File: src/shared/scm_pkg.sv
// scm_pkg: constants and carrier types for the system clock and power mode controller.
// assumes a single core clock; oscillator pins are asynchronous and synchronised in the block.
package scm_pkg;

    localparam logic [7:0] SCM_SCC_ADDR   = 8'h00;
    localparam logic [7:0] SCM_FOC_ADDR   = 8'h01;

    localparam int         SCM_SEL_MSB    = 7;
    localparam int         SCM_SEL_LSB    = 5;
    localparam int         SCM_FKEEP_BIT  = 1;
    localparam int         SCM_SKEEP_BIT  = 0;
    localparam int         SCM_FSTAB_BIT  = 1;
    localparam int         SCM_FEN_BIT    = 0;

    localparam logic [7:0] SCM_SCC_RST    = 8'h00;
    localparam logic       SCM_FEN_RST    = 1'b1;
    localparam logic       SCM_FSTAB_RST  = 1'b0;

    localparam logic [2:0] SCM_SEL_SLOW   = 3'h7;
    localparam int         SCM_DIV_W      = 6;

    // async input vector positions
    localparam int         SCM_IN_FOSC    = 0;
    localparam int         SCM_IN_SOSC    = 1;
    localparam int         SCM_IN_FRDY    = 2;
    localparam int         SCM_IN_SRDY    = 3;
    localparam int         SCM_IN_W       = 4;

    typedef enum logic [2:0] {
        SCM_ST_RUN   = 3'h0,
        SCM_ST_SLEEP = 3'h1,
        SCM_ST_IDLE_SLOW_ONLY = 3'h3,
        SCM_ST_IDLE_BOTH_OSC = 3'h2,
        SCM_ST_IDLE_FAST_ONLY = 3'h6
    } scm_state_t;

    // oscillator run requests towards the analog macros
    typedef struct packed {
        logic fast_osc_run;
        logic slow_osc_run;
    } scm_osc_ctl_t;

    // one-cycle clock enables for cpu and peripherals
    typedef struct packed {
        logic cpu_clk_en;
        logic fast_clk_en;
        logic slow_clk_en;
        logic slow_rc_osc_clk_en;
        logic acf_clk_en;
    } scm_clk_en_t;

    // pulses raised on entry to a power-down mode
    typedef struct packed {
        logic power_down_flag_set;
        logic watchdog_timeout_flag_clr;
        logic watchdog_counter_clr;
    } scm_pd_evt_t;

endpackage

File: src/rtl/scm_clock_mode_ctl.sv
// scm_clock_mode_ctl: system clock selection, divider and power mode control.
// assumes the cpu gives a one-cycle halt pulse and a wake pulse on core_clk; oscillator
// outputs and their ready levels arrive asynchronously and are resynchronised here.
// Contract
// - gate conversion clock by enable in slow modes
// - fast mode divides fast oscillator by 1..64
// - slow mode runs cpu from slow oscillator
// - halt with both keep bits low sleeps
// - sleep keeps slow oscillator while watchdog on
// - halt, fast low slow high: idle_slow_only
// - halt, both keep bits high: idle_both_osc
// - halt, fast high slow low: idle_fast_only
// - selector codes 0..6 divide, 7 slow
// - unimplemented control bits read zero
// - fast keep bit holds fast oscillator in halt
// - slow keep bit holds peripheral slow clock in halt
// - enabling fast oscillator clears then sets stable flag
// - power-down entry sets flag, clears timeout, watchdog
// - slow mode fast clock follows enable bit
//
// Decided for this implementation: the plain strobed port and the register offsets.
`timescale 1ns/100ps
module scm_clock_mode_ctl
    import scm_pkg::*;
(
    input  wire logic                 core_clk,
    input  wire logic                 rst,
    input  wire logic [7:0]           reg_addr,
    input  wire logic [7:0]           reg_wdata,
    input  wire logic                 reg_we,
    input  wire logic                 reg_re,
    output logic      [7:0]           reg_rdata,
    input  wire logic                 power_down_instruction,
    input  wire logic                 wake_req,
    input  wire logic                 watchdog_en,
    input  wire logic                 auto_conversion_en,
    input  wire logic                 fast_rc_osc,
    input  wire logic                 slow_rc_osc,
    input  wire logic                 fast_osc_ready,
    input  wire logic                 slow_osc_ready,
    output scm_osc_ctl_t              osc_ctl,
    output scm_clk_en_t               clk_en,
    output scm_pd_evt_t               pd_evt,
    output scm_state_t                power_state,
    output logic                      cpu_on,
    output logic      [2:0]           active_sel
);

    logic [SCM_IN_W-1:0]  sync1_q;
    logic [SCM_IN_W-1:0]  sync2_q;
    logic [SCM_IN_W-1:0]  sync3_q;
    logic [SCM_IN_W-1:0]  lvl_q;
    logic [SCM_IN_W-1:0]  rise;

    logic [2:0]           sel_q;
    logic                 fkeep_q;
    logic                 skeep_q;
    logic                 fen_q;
    logic                 fstab_q;
    logic [7:0]           rdata_q;
    scm_state_t           state_q;
    logic [2:0]           act_q;
    logic [SCM_DIV_W-1:0] cnt_q;
    logic [SCM_DIV_W-1:0] div_mask;
    logic                 fast_tick;
    logic                 src_tick;
    logic                 run;
    logic                 act_slow;
    logic                 tgt_slow;
    logic                 tgt_ok;
    logic                 fast_run;
    logic                 slow_rc_osc_run;
    logic                 fsub_on;
    logic                 acf_on;
    logic                 fen_wr_rise;
    logic                 halt_go;
    logic                 old_lost;
    logic                 sw_go;

    // only the second stage onwards is read; the first may be metastable
    // a level is taken once the second and third stages agree
    always_ff @(posedge core_clk or posedge rst) begin
        if (rst) begin
            sync1_q <= '0;
            sync2_q <= '0;
            sync3_q <= '0;
        end else begin
            sync1_q <= {slow_osc_ready, fast_osc_ready, slow_rc_osc, fast_rc_osc};
            sync2_q <= sync1_q;
            sync3_q <= sync2_q;
        end
    end

    always_ff @(posedge core_clk or posedge rst) begin
        if (rst) begin
            lvl_q <= '0;
        end else begin
            for (int i = 0; i < SCM_IN_W; i++) begin
                if (sync2_q[i] == sync3_q[i]) begin
                    lvl_q[i] <= sync2_q[i];
                end
            end
        end
    end

    // an edge is seen only if its source runs no faster than core_clk/4
    always_comb begin
        for (int i = 0; i < SCM_IN_W; i++) begin
            rise[i] = (sync2_q[i] == sync3_q[i]) && sync2_q[i] && !lvl_q[i];
        end
    end

    // selector code 7 picks the slow source, 0..6 the divided fast one
    assign run      = (state_q == SCM_ST_RUN);
    assign act_slow = (act_q == SCM_SEL_SLOW);
    assign tgt_slow = (sel_q == SCM_SEL_SLOW);
    // a halt is honoured only while running
    assign halt_go  = run && power_down_instruction;

    // control register writes
    // bits 4..2 are not stored, so they always read back zero
    always_ff @(posedge core_clk or posedge rst) begin
        if (rst) begin
            sel_q   <= SCM_SCC_RST[SCM_SEL_MSB:SCM_SEL_LSB];
            fkeep_q <= SCM_SCC_RST[SCM_FKEEP_BIT];
            skeep_q <= SCM_SCC_RST[SCM_SKEEP_BIT];
        end else if (reg_we && reg_addr == SCM_SCC_ADDR) begin
            sel_q   <= reg_wdata[SCM_SEL_MSB:SCM_SEL_LSB];
            fkeep_q <= reg_wdata[SCM_FKEEP_BIT];
            skeep_q <= reg_wdata[SCM_SKEEP_BIT];
        end
    end

    assign fen_wr_rise = reg_we && reg_addr == SCM_FOC_ADDR && reg_wdata[SCM_FEN_BIT] && !fen_q;

    // enable resets high, so the fast oscillator runs from power-up
    always_ff @(posedge core_clk or posedge rst) begin
        if (rst) begin
            fen_q <= SCM_FEN_RST;
        end else if (reg_we && reg_addr == SCM_FOC_ADDR) begin
            fen_q <= reg_wdata[SCM_FEN_BIT];
        end
    end

    // stable flag drops whenever the oscillator is off or freshly enabled
    // clear wins over set: an enable write must restart the wait for stability
    always_ff @(posedge core_clk or posedge rst) begin
        if (rst) begin
            fstab_q <= SCM_FSTAB_RST;
        end else if (!fast_run || fen_wr_rise) begin
            fstab_q <= 1'b0;
        end else if (lvl_q[SCM_IN_FRDY]) begin
            fstab_q <= 1'b1;
        end
    end

    // read data stands in the cycle after the strobe only
    always_ff @(posedge core_clk or posedge rst) begin
        if (rst) begin
            rdata_q <= '0;
        end else if (reg_re) begin
            case (reg_addr)
                SCM_SCC_ADDR: rdata_q <= {sel_q, 3'h0, fkeep_q, skeep_q};
                SCM_FOC_ADDR: rdata_q <= {6'h00, fstab_q, fen_q};
                default:      rdata_q <= 8'h00;
            endcase
        end else begin
            rdata_q <= '0;
        end
    end

    assign reg_rdata = rdata_q;

    // power mode sequencing
    // a halt outside run and a wake inside run are both ignored
    always_ff @(posedge core_clk or posedge rst) begin
        if (rst) begin
            state_q <= SCM_ST_RUN;
        end else begin
            case (state_q)
                SCM_ST_RUN: begin
                    if (power_down_instruction) begin
                        case ({fkeep_q, skeep_q})
                            2'b00:   state_q <= SCM_ST_SLEEP;
                            2'b01:   state_q <= SCM_ST_IDLE_SLOW_ONLY;
                            2'b11:   state_q <= SCM_ST_IDLE_BOTH_OSC;
                            default: state_q <= SCM_ST_IDLE_FAST_ONLY;
                        endcase
                    end
                end
                SCM_ST_SLEEP,
                SCM_ST_IDLE_SLOW_ONLY,
                SCM_ST_IDLE_BOTH_OSC,
                SCM_ST_IDLE_FAST_ONLY: begin
                    if (wake_req) begin
                        state_q <= SCM_ST_RUN;
                    end
                end
                // an illegal state code falls back to run
                default: state_q <= SCM_ST_RUN;
            endcase
        end
    end

    // entry events last exactly one cycle
    // a second halt cannot follow at once, since halt_go needs the run state
    always_ff @(posedge core_clk or posedge rst) begin
        if (rst) begin
            pd_evt <= '0;
        end else begin
            pd_evt.power_down_flag_set       <= halt_go;
            pd_evt.watchdog_timeout_flag_clr <= halt_go;
            pd_evt.watchdog_counter_clr      <= halt_go;
        end
    end

    // oscillator run requests per mode
    // in run the fast source stops only when slow is chosen and in effect
    always_comb begin
        case (state_q)
            SCM_ST_RUN:   fast_run = !act_slow || !tgt_slow || fen_q;
            SCM_ST_IDLE_BOTH_OSC,
            SCM_ST_IDLE_FAST_ONLY: fast_run = fkeep_q;
            default:      fast_run = 1'b0;
        endcase
    end

    always_comb begin
        case (state_q)
            // watchdog and conversion unit both live on the slow oscillator
            SCM_ST_SLEEP: slow_rc_osc_run = watchdog_en || auto_conversion_en;
            default:      slow_rc_osc_run = 1'b1;
        endcase
    end

    always_comb begin
        case (state_q)
            SCM_ST_RUN,
            SCM_ST_IDLE_SLOW_ONLY,
            SCM_ST_IDLE_BOTH_OSC: fsub_on = run || skeep_q;
            // idle_fast_only and sleep stop the peripheral slow clock
            default:      fsub_on = 1'b0;
        endcase
    end

    // conversion clock is free-running only where the fast clock runs
    always_comb begin
        case (state_q)
            SCM_ST_RUN:   acf_on = !act_slow || auto_conversion_en;
            SCM_ST_IDLE_BOTH_OSC,
            SCM_ST_IDLE_FAST_ONLY: acf_on = 1'b1;
            default:      acf_on = auto_conversion_en;
        endcase
    end

    // run requests are levels; the oscillator macros own their start-up delay
    assign osc_ctl.fast_osc_run = fast_run;
    assign osc_ctl.slow_osc_run = slow_rc_osc_run;

    // divide ratio 2**code; mask of the low counter bits
    assign div_mask  = SCM_DIV_W'((7'h01 << act_q) - 7'h01);
    assign fast_tick = rise[SCM_IN_FOSC] && fstab_q && ((cnt_q & div_mask) == div_mask);
    // slow code gives one cpu tick per slow edge, with no divider
    assign src_tick  = act_slow ? rise[SCM_IN_SOSC] : fast_tick;

    always_ff @(posedge core_clk or posedge rst) begin
        if (rst) begin
            cnt_q <= '0;
        end else if (sw_go) begin
            // restart with the new source so its first period is whole
            cnt_q <= '0;
        end else if (rise[SCM_IN_FOSC] && fstab_q && !act_slow) begin
            cnt_q <= fast_tick ? '0 : cnt_q + SCM_DIV_W'(1);
        end
    end

    // the target source must be stable; a change waits for a period boundary unless the old source has lost its stable level
    assign tgt_ok = tgt_slow ? lvl_q[SCM_IN_SRDY] : fstab_q;

    // an old source that has lost its stable level gives no boundary to wait for
    assign old_lost = act_slow ? !lvl_q[SCM_IN_SRDY] : !fstab_q;
    assign sw_go    = (act_q != sel_q) && tgt_ok && (src_tick || old_lost);

    always_ff @(posedge core_clk or posedge rst) begin
        if (rst) begin
            act_q <= SCM_SCC_RST[SCM_SEL_MSB:SCM_SEL_LSB];
        end else if (sw_go) begin
            act_q <= sel_q;
        end
    end

    // enables are one-cycle strobes; a halted cpu sees none
    // consumers gate their own flops with these; no derived clock leaves
    always_comb begin
        clk_en.cpu_clk_en  = run && src_tick;
        clk_en.fast_clk_en = fast_run && fstab_q && rise[SCM_IN_FOSC];
        clk_en.slow_clk_en = fsub_on && rise[SCM_IN_SOSC];
        clk_en.slow_rc_osc_clk_en = slow_rc_osc_run && rise[SCM_IN_SOSC];
        clk_en.acf_clk_en  = acf_on && rise[SCM_IN_SOSC];
    end

    assign power_state = state_q;
    assign cpu_on      = run;
    assign active_sel  = act_q;

endmodule

File: config.mk
export PLATFORM = sky130hd
export DESIGN_NAME = scm_clock_mode_ctl
export DESIGN_NICKNAME = d
export VERILOG_FILES = /design/src/shared/scm_pkg.sv /design/src/rtl/scm_clock_mode_ctl.sv
export SDC_FILE = /design/constraint.sdc
export NUM_CORES = 1
export LEC_CHECK = 0
export ABC_CLOCK_PERIOD_IN_PS = 2200
export BUFFER_PORTS_ARGS = -buffer_cell sky130_fd_sc_hd__buf_4
export CORE_MARGIN = 1
export CORE_UTILIZATION = 51
export DETAILED_ROUTE_END_ITERATION = 8
export MAX_ROUTING_LAYER = met4
export PLACE_DENSITY = 0.81
export SLEW_MARGIN = 20
export SYNTH_ARGS = -nofsm -noshare
export SYNTH_HDL_FRONTEND = slang
export SYNTH_SLANG_ARGS = --single-unit
export TNS_END_PERCENT = 50
File: constraint.sdc
create_clock -name core_clk -period 2.2 [get_ports core_clk]
set_input_delay 0.22 -clock core_clk [delete_from_list [all_inputs] [get_ports core_clk]]
set_output_delay 0.22 -clock core_clk [all_outputs]
set_load 0.1 [all_outputs]
-- Word level (Yosys, flattened, before mapping)
Cells that the tools add are included.
- register bits: 44
- reduce and logical (&&, ||, !) cells: 44
- equal/unequal tests: 17
- bitwise logic cells: 1
- shift-type cells: 1
- mux-type cells: 18
- add/subtract/negate cells: 2
- operators with widths (operator ; number):
    1-bit logical AND ; 20
    6-bit two-way mux ; 3
    8-bit one-hot mux with 2 select lines ; 1
    3-bit == test (second input constant) ; 3
    3-bit one-hot mux with 3 select lines ; 1
    8-bit by 1-bit == test with 1-bit output (second input constant) ; 1
    1-bit zero test ; 8
    8-bit zero test ; 1
    8-bit two-way mux ; 1
    1-bit logical OR ; 7
    1-bit two-way mux ; 7
    6-bit by 1-bit adder with 6-bit output (second input constant) ; 1
    6-bit AND ; 1
    3-bit by 2-bit == test with 1-bit output (second input constant) ; 2
    6-bit == test ; 1
    3-bit two-way mux ; 2
    3-bit one-hot mux with 2 select lines ; 1
    1-bit by 3-bit left shift with 6-bit output (first input constant) ; 1
    6-bit by 1-bit subtractor with 6-bit output (second input constant) ; 1
    1-bit == test ; 4
    2-bit != test (second input constant) ; 2
    1-bit one-hot mux with 2 select lines ; 2
    2-bit nonzero test ; 2
    4-bit OR reduction ; 1
    9 further kinds ; 9

-- Depth between registers and ports, before layout
- word-level depth: 9
- depth in mapped cells: 7
- depth with buffers taken out: 6

-- Worst setup path before layout
OpenSTA, ideal clock, no wires.
- kind: flip-flop to output port
- from: reg state_q[1] (netlist: power_state[1])
- to: out clk_en[3] (netlist name)
- arrival: 5826 ps
- required time: 1980 ps
- cell stages (with the launch flop): 5
- slack: -3846 ps
- cell sequence: dfrtp_1 -> nor3_1 -> o31a_1 -> a21oi_1 -> nor3b_1
- RTL lines (what ; line ; RTL):
    from (decl) ; scm_clock_mode_ctl.sv:61 ; scm_state_t state_q;
    from (signal assigned) ; scm_clock_mode_ctl.sv:178 ; state_q <= SCM_ST_RUN;
    from (signal assigned) ; scm_clock_mode_ctl.sv:184 ; 2'b00: state_q <= SCM_ST_SLEEP;
    from (signal assigned) ; scm_clock_mode_ctl.sv:185 ; 2'b01: state_q <= SCM_ST_IDLE_SLOW_ONLY;
    to (decl) ; scm_clock_mode_ctl.sv:42 ; output scm_clk_en_t clk_en,

==> summary.txt <==
Floorplanning
  • Die W: 63.3 um
  • Ports: 53
  • Row cnt: 21
  • Die H: 63.3 um
  • Core area: 3470 um2
  • Die area: 4010 um2
  • Initial core utilization: 55.3%

Worst setup path
  • Worst Path Arrival: roughly 1.9 ns
  • CP Class: reg -> out
  • CP Data Required Time: 1.98 ns
  • Startpoint types: register
  • Crit-path max FO: 8
  • Critical Path End Type: primary output

Timing
  • RSZ-0062 raised after global routing: true
  • Minimum clock period: about 2.1 ns
  • Setup ws final: 0.0731 ns
  • Fmax: 470 MHz
  • Final Skew: 0.00431 ns
  • Final Slew Violations: 0
  • Tcrit/Tclk final: 96.7%
  • Final Hold Viols: 0
  • Final setup viols: 0

Clock tree
  • Worst skew pair latency: 0.29 ns
  • Clock sinks: a little over 40
  • Clock Tree Root: clkbuf_8
  • CTS buffer count: 5
  • CTS tree: built
  • Hold buffers post-CTS: 0
  • H-tree Lvls: 2
  • Clock slew at reported path FFs: 0.08 ns
  • Clock tree buffer depth: 2

GRT
  • Vias in the first global route: 1430
  • Met3 Track Usage GR: 4.35%
  • Antenna violations before repair: 0
  • Largest net degree at the start of global routing: between 40 and 50
  • M2 GR Usage: 36.4%
  • Met1 Usage GRT: 25.9%
  • Busiest grt layer: met2
  • Grt total ovfl: 0
  • First-pass GRT wire length: 6480 um
  • Gr usage total: 21.8%

Power and ir drop
  • Share of total power in the clock network: between 20% and 30%
  • P per Cell Area: just over 800 nW/um2
  • Sw Ratio: 38.4%
  • Leakage power: 1.10 nW
  • Sequential power share: 44.1%
  • P_int: about 1.2 mW
  • Max VDD drop: 0.493 mV
  • Combinational share of power: ~32%
  • Switching Power: 0.766 mW

Logic synthesis
  • Synthesized area: approximately 1900 um2
  • Top-area cell type share of the netlist area: 52.2%
  • Primary FF master, synth: dfrtp_1
  • Synth Register Bits: 41
  • Distinct cells, synth: 42
  • Async S/R FF share, synth: 100%
  • Area contributors post-synth: dfrtp_1, mux2_2, nand3_1
  • Synth Area per Inst: 11.3 um2
  • Gate Count Post-Synth: 170
  • Sequential area share after synthesis: 53.6%
  • EDFF count, synth: 0
  • Synth area leader: dfrtp_1
  • Synth warnings: 0

Place
  • Place WS: 0.204 ns
  • Placed insts: 256
  • GPL Wtd Cong: slightly above 0.8
  • Placed wire-length estimate: 2880 um
  • Port Buffers: 46

Route
  • Routed vias: 1477
  • Initial DRC Count: 90
  • Residual DRC: 0
  • Vias/cell: 5.55
  • Pre-Repair DR Iteration Count: 4
  • Final ANT Viol Nets: 0
  • Avg WL per Cell: 14.6 um
  • DRT Wirelength: between 3000 and 4000 um

Finish
  • Area grow syn2layout: 28.2%
  • FF+latch area: 1040 um2
  • Finished Layout Cells: between 200 and 300
  • Commonest non-fill, non-tap cell in the layout: buf_4
  • Diode count: 0
  • Commonest non-fill, non-tap cells in the layout: buf_4, dfrtp_1, nand2_1
  • Final Net Count: 250
  • Fillers: between 200 and 300
  • Share of cells above drive strength 1: 40.9%
  • Multi-input gate area: about 850 um2

Run
  • Max-cap violations: 0

Status
  • Outcome: complete, no violations

Worst hold path
  • Hold Path Class: in -> reg
## registers in the layout, indices dropped and copies added (netlist names)
register     cells
active_sel       3
cnt_q            6
fen_q            1
fkeep_q          1
fstab_q          1
lvl_q            4
pd_evt           1
power_state      3
reg_rdata        5
sel_q            3
skeep_q          1
sync1_q          4
sync2_q          4
sync3_q          4
## cell type report
class / instances / share of cell area, %
Tap cell: 46 / 2.34
Sequential cell: 41 / 42.3
Clock buffer: 6 / 2.95
Inverter: 7 / 1.07
Multi-Input combinational cell: 113 / 34.7
Clock inverter: 2 / 0.611
Timing Repair Buffer: 51 / 16.1
## synth_stat cells (3+ instances only)
library cell / number
dfrtp_1: 40
nand2_1: 15
nand3_1: 12
nor2_1: 10
mux2_2: 9
buf_4: 8
inv_1: 7
nor3_1: 5
nor3b_1: 5
nor2b_1: 4
o21ai_0: 4
o22ai_1: 4
a211oi_1: 3
a21oi_1: 3
a31oi_1: 3
ha_1: 3
mux2_4: 3
xnor2_1: 3
## timing repair
item                                    in CTS  in global routing
gates cloned                                 0                  0
setup buffers                                1                  1
endpoints found under the setup margin       1                  1
gates resized for setup                      1                  5
pin swaps                                    1                  3
## power groups by stage
stage | clock network (mW) | logic [mW] | registers (mW)
floorplan | 0 | 0.431 | 0.973
global placement | 0 | 0.607 | 0.885
detailed placement | 0 | 0.616 | 0.889
CTS | 0.490 | 0.632 | 0.875
global route | 0.520 | 0.673 | 0.887
finish | 0.474 | 0.641 | 0.878
## metrics by stage
step           TNS [ns]  instance area (um2)  util [%]  power, mW  hold WS [ns]
2_1_floorplan     -2.12                 1990         -       1.40         0.251
3_3_place_gp          0                 2330      67.2       1.49         0.330
3_5_place_dp          0                 2330      67.2       1.51         0.331
4_1_cts               0                 2430      70.1       2.00        0.0235
5_1_grt        -0.00332                 2460      70.9       2.08        0.0156
6_report              0                 2460      70.9       1.99        0.0305
## layer usage
layer	wire length, um	vias to the layer above
met5	0	-
met4	62	0
met3	129	6
met2	2030	47
met1	1660	728
li1	-	696
## worst paths after layout
check                      cells after the start  slack (ns)     startpoint             end
max                                            6        0.07  active_sel[0]       clk_en[4]
min                                            1        0.03    fast_rc_osc      sync1_q[0]
max reg2reg                                    6        0.12  active_sel[0]   active_sel[2]
min reg2reg                                    0        0.35     sync1_q[1]      sync2_q[1]
max in group asynchronous                      3        1.78            rst  power_state[0]
min in group asynchronous                      3        0.05            rst      sync1_q[2]
## cell families (layout without fill, tap and decap cells)
group | count (synthesis) | after routing | synth area share (%)
simple gates | 63 | 63 | 17.2
flops | 41 | 41 | 53.6
compound gates | 25 | 25 | 10.9
buf+inv | 18 | 66 | 5.15
mux | 14 | 14 | 8.68
fa+ha+maj | 5 | 5 | 3.00
xor+xnor | 3 | 3 | 1.37
other cells | 1 | 3 | 0.196
## critical path: stages (launching register included)
cell and delay [ns]:
dfrtp_2 0.47, nor2b_1 0.16, o311ai_2 0.34, o2111ai_4 0.19, o22ai_2 0.12, and2_4 0.17
buf_12 0.17
Note: power is estimated with default switching activity, not from simulation.
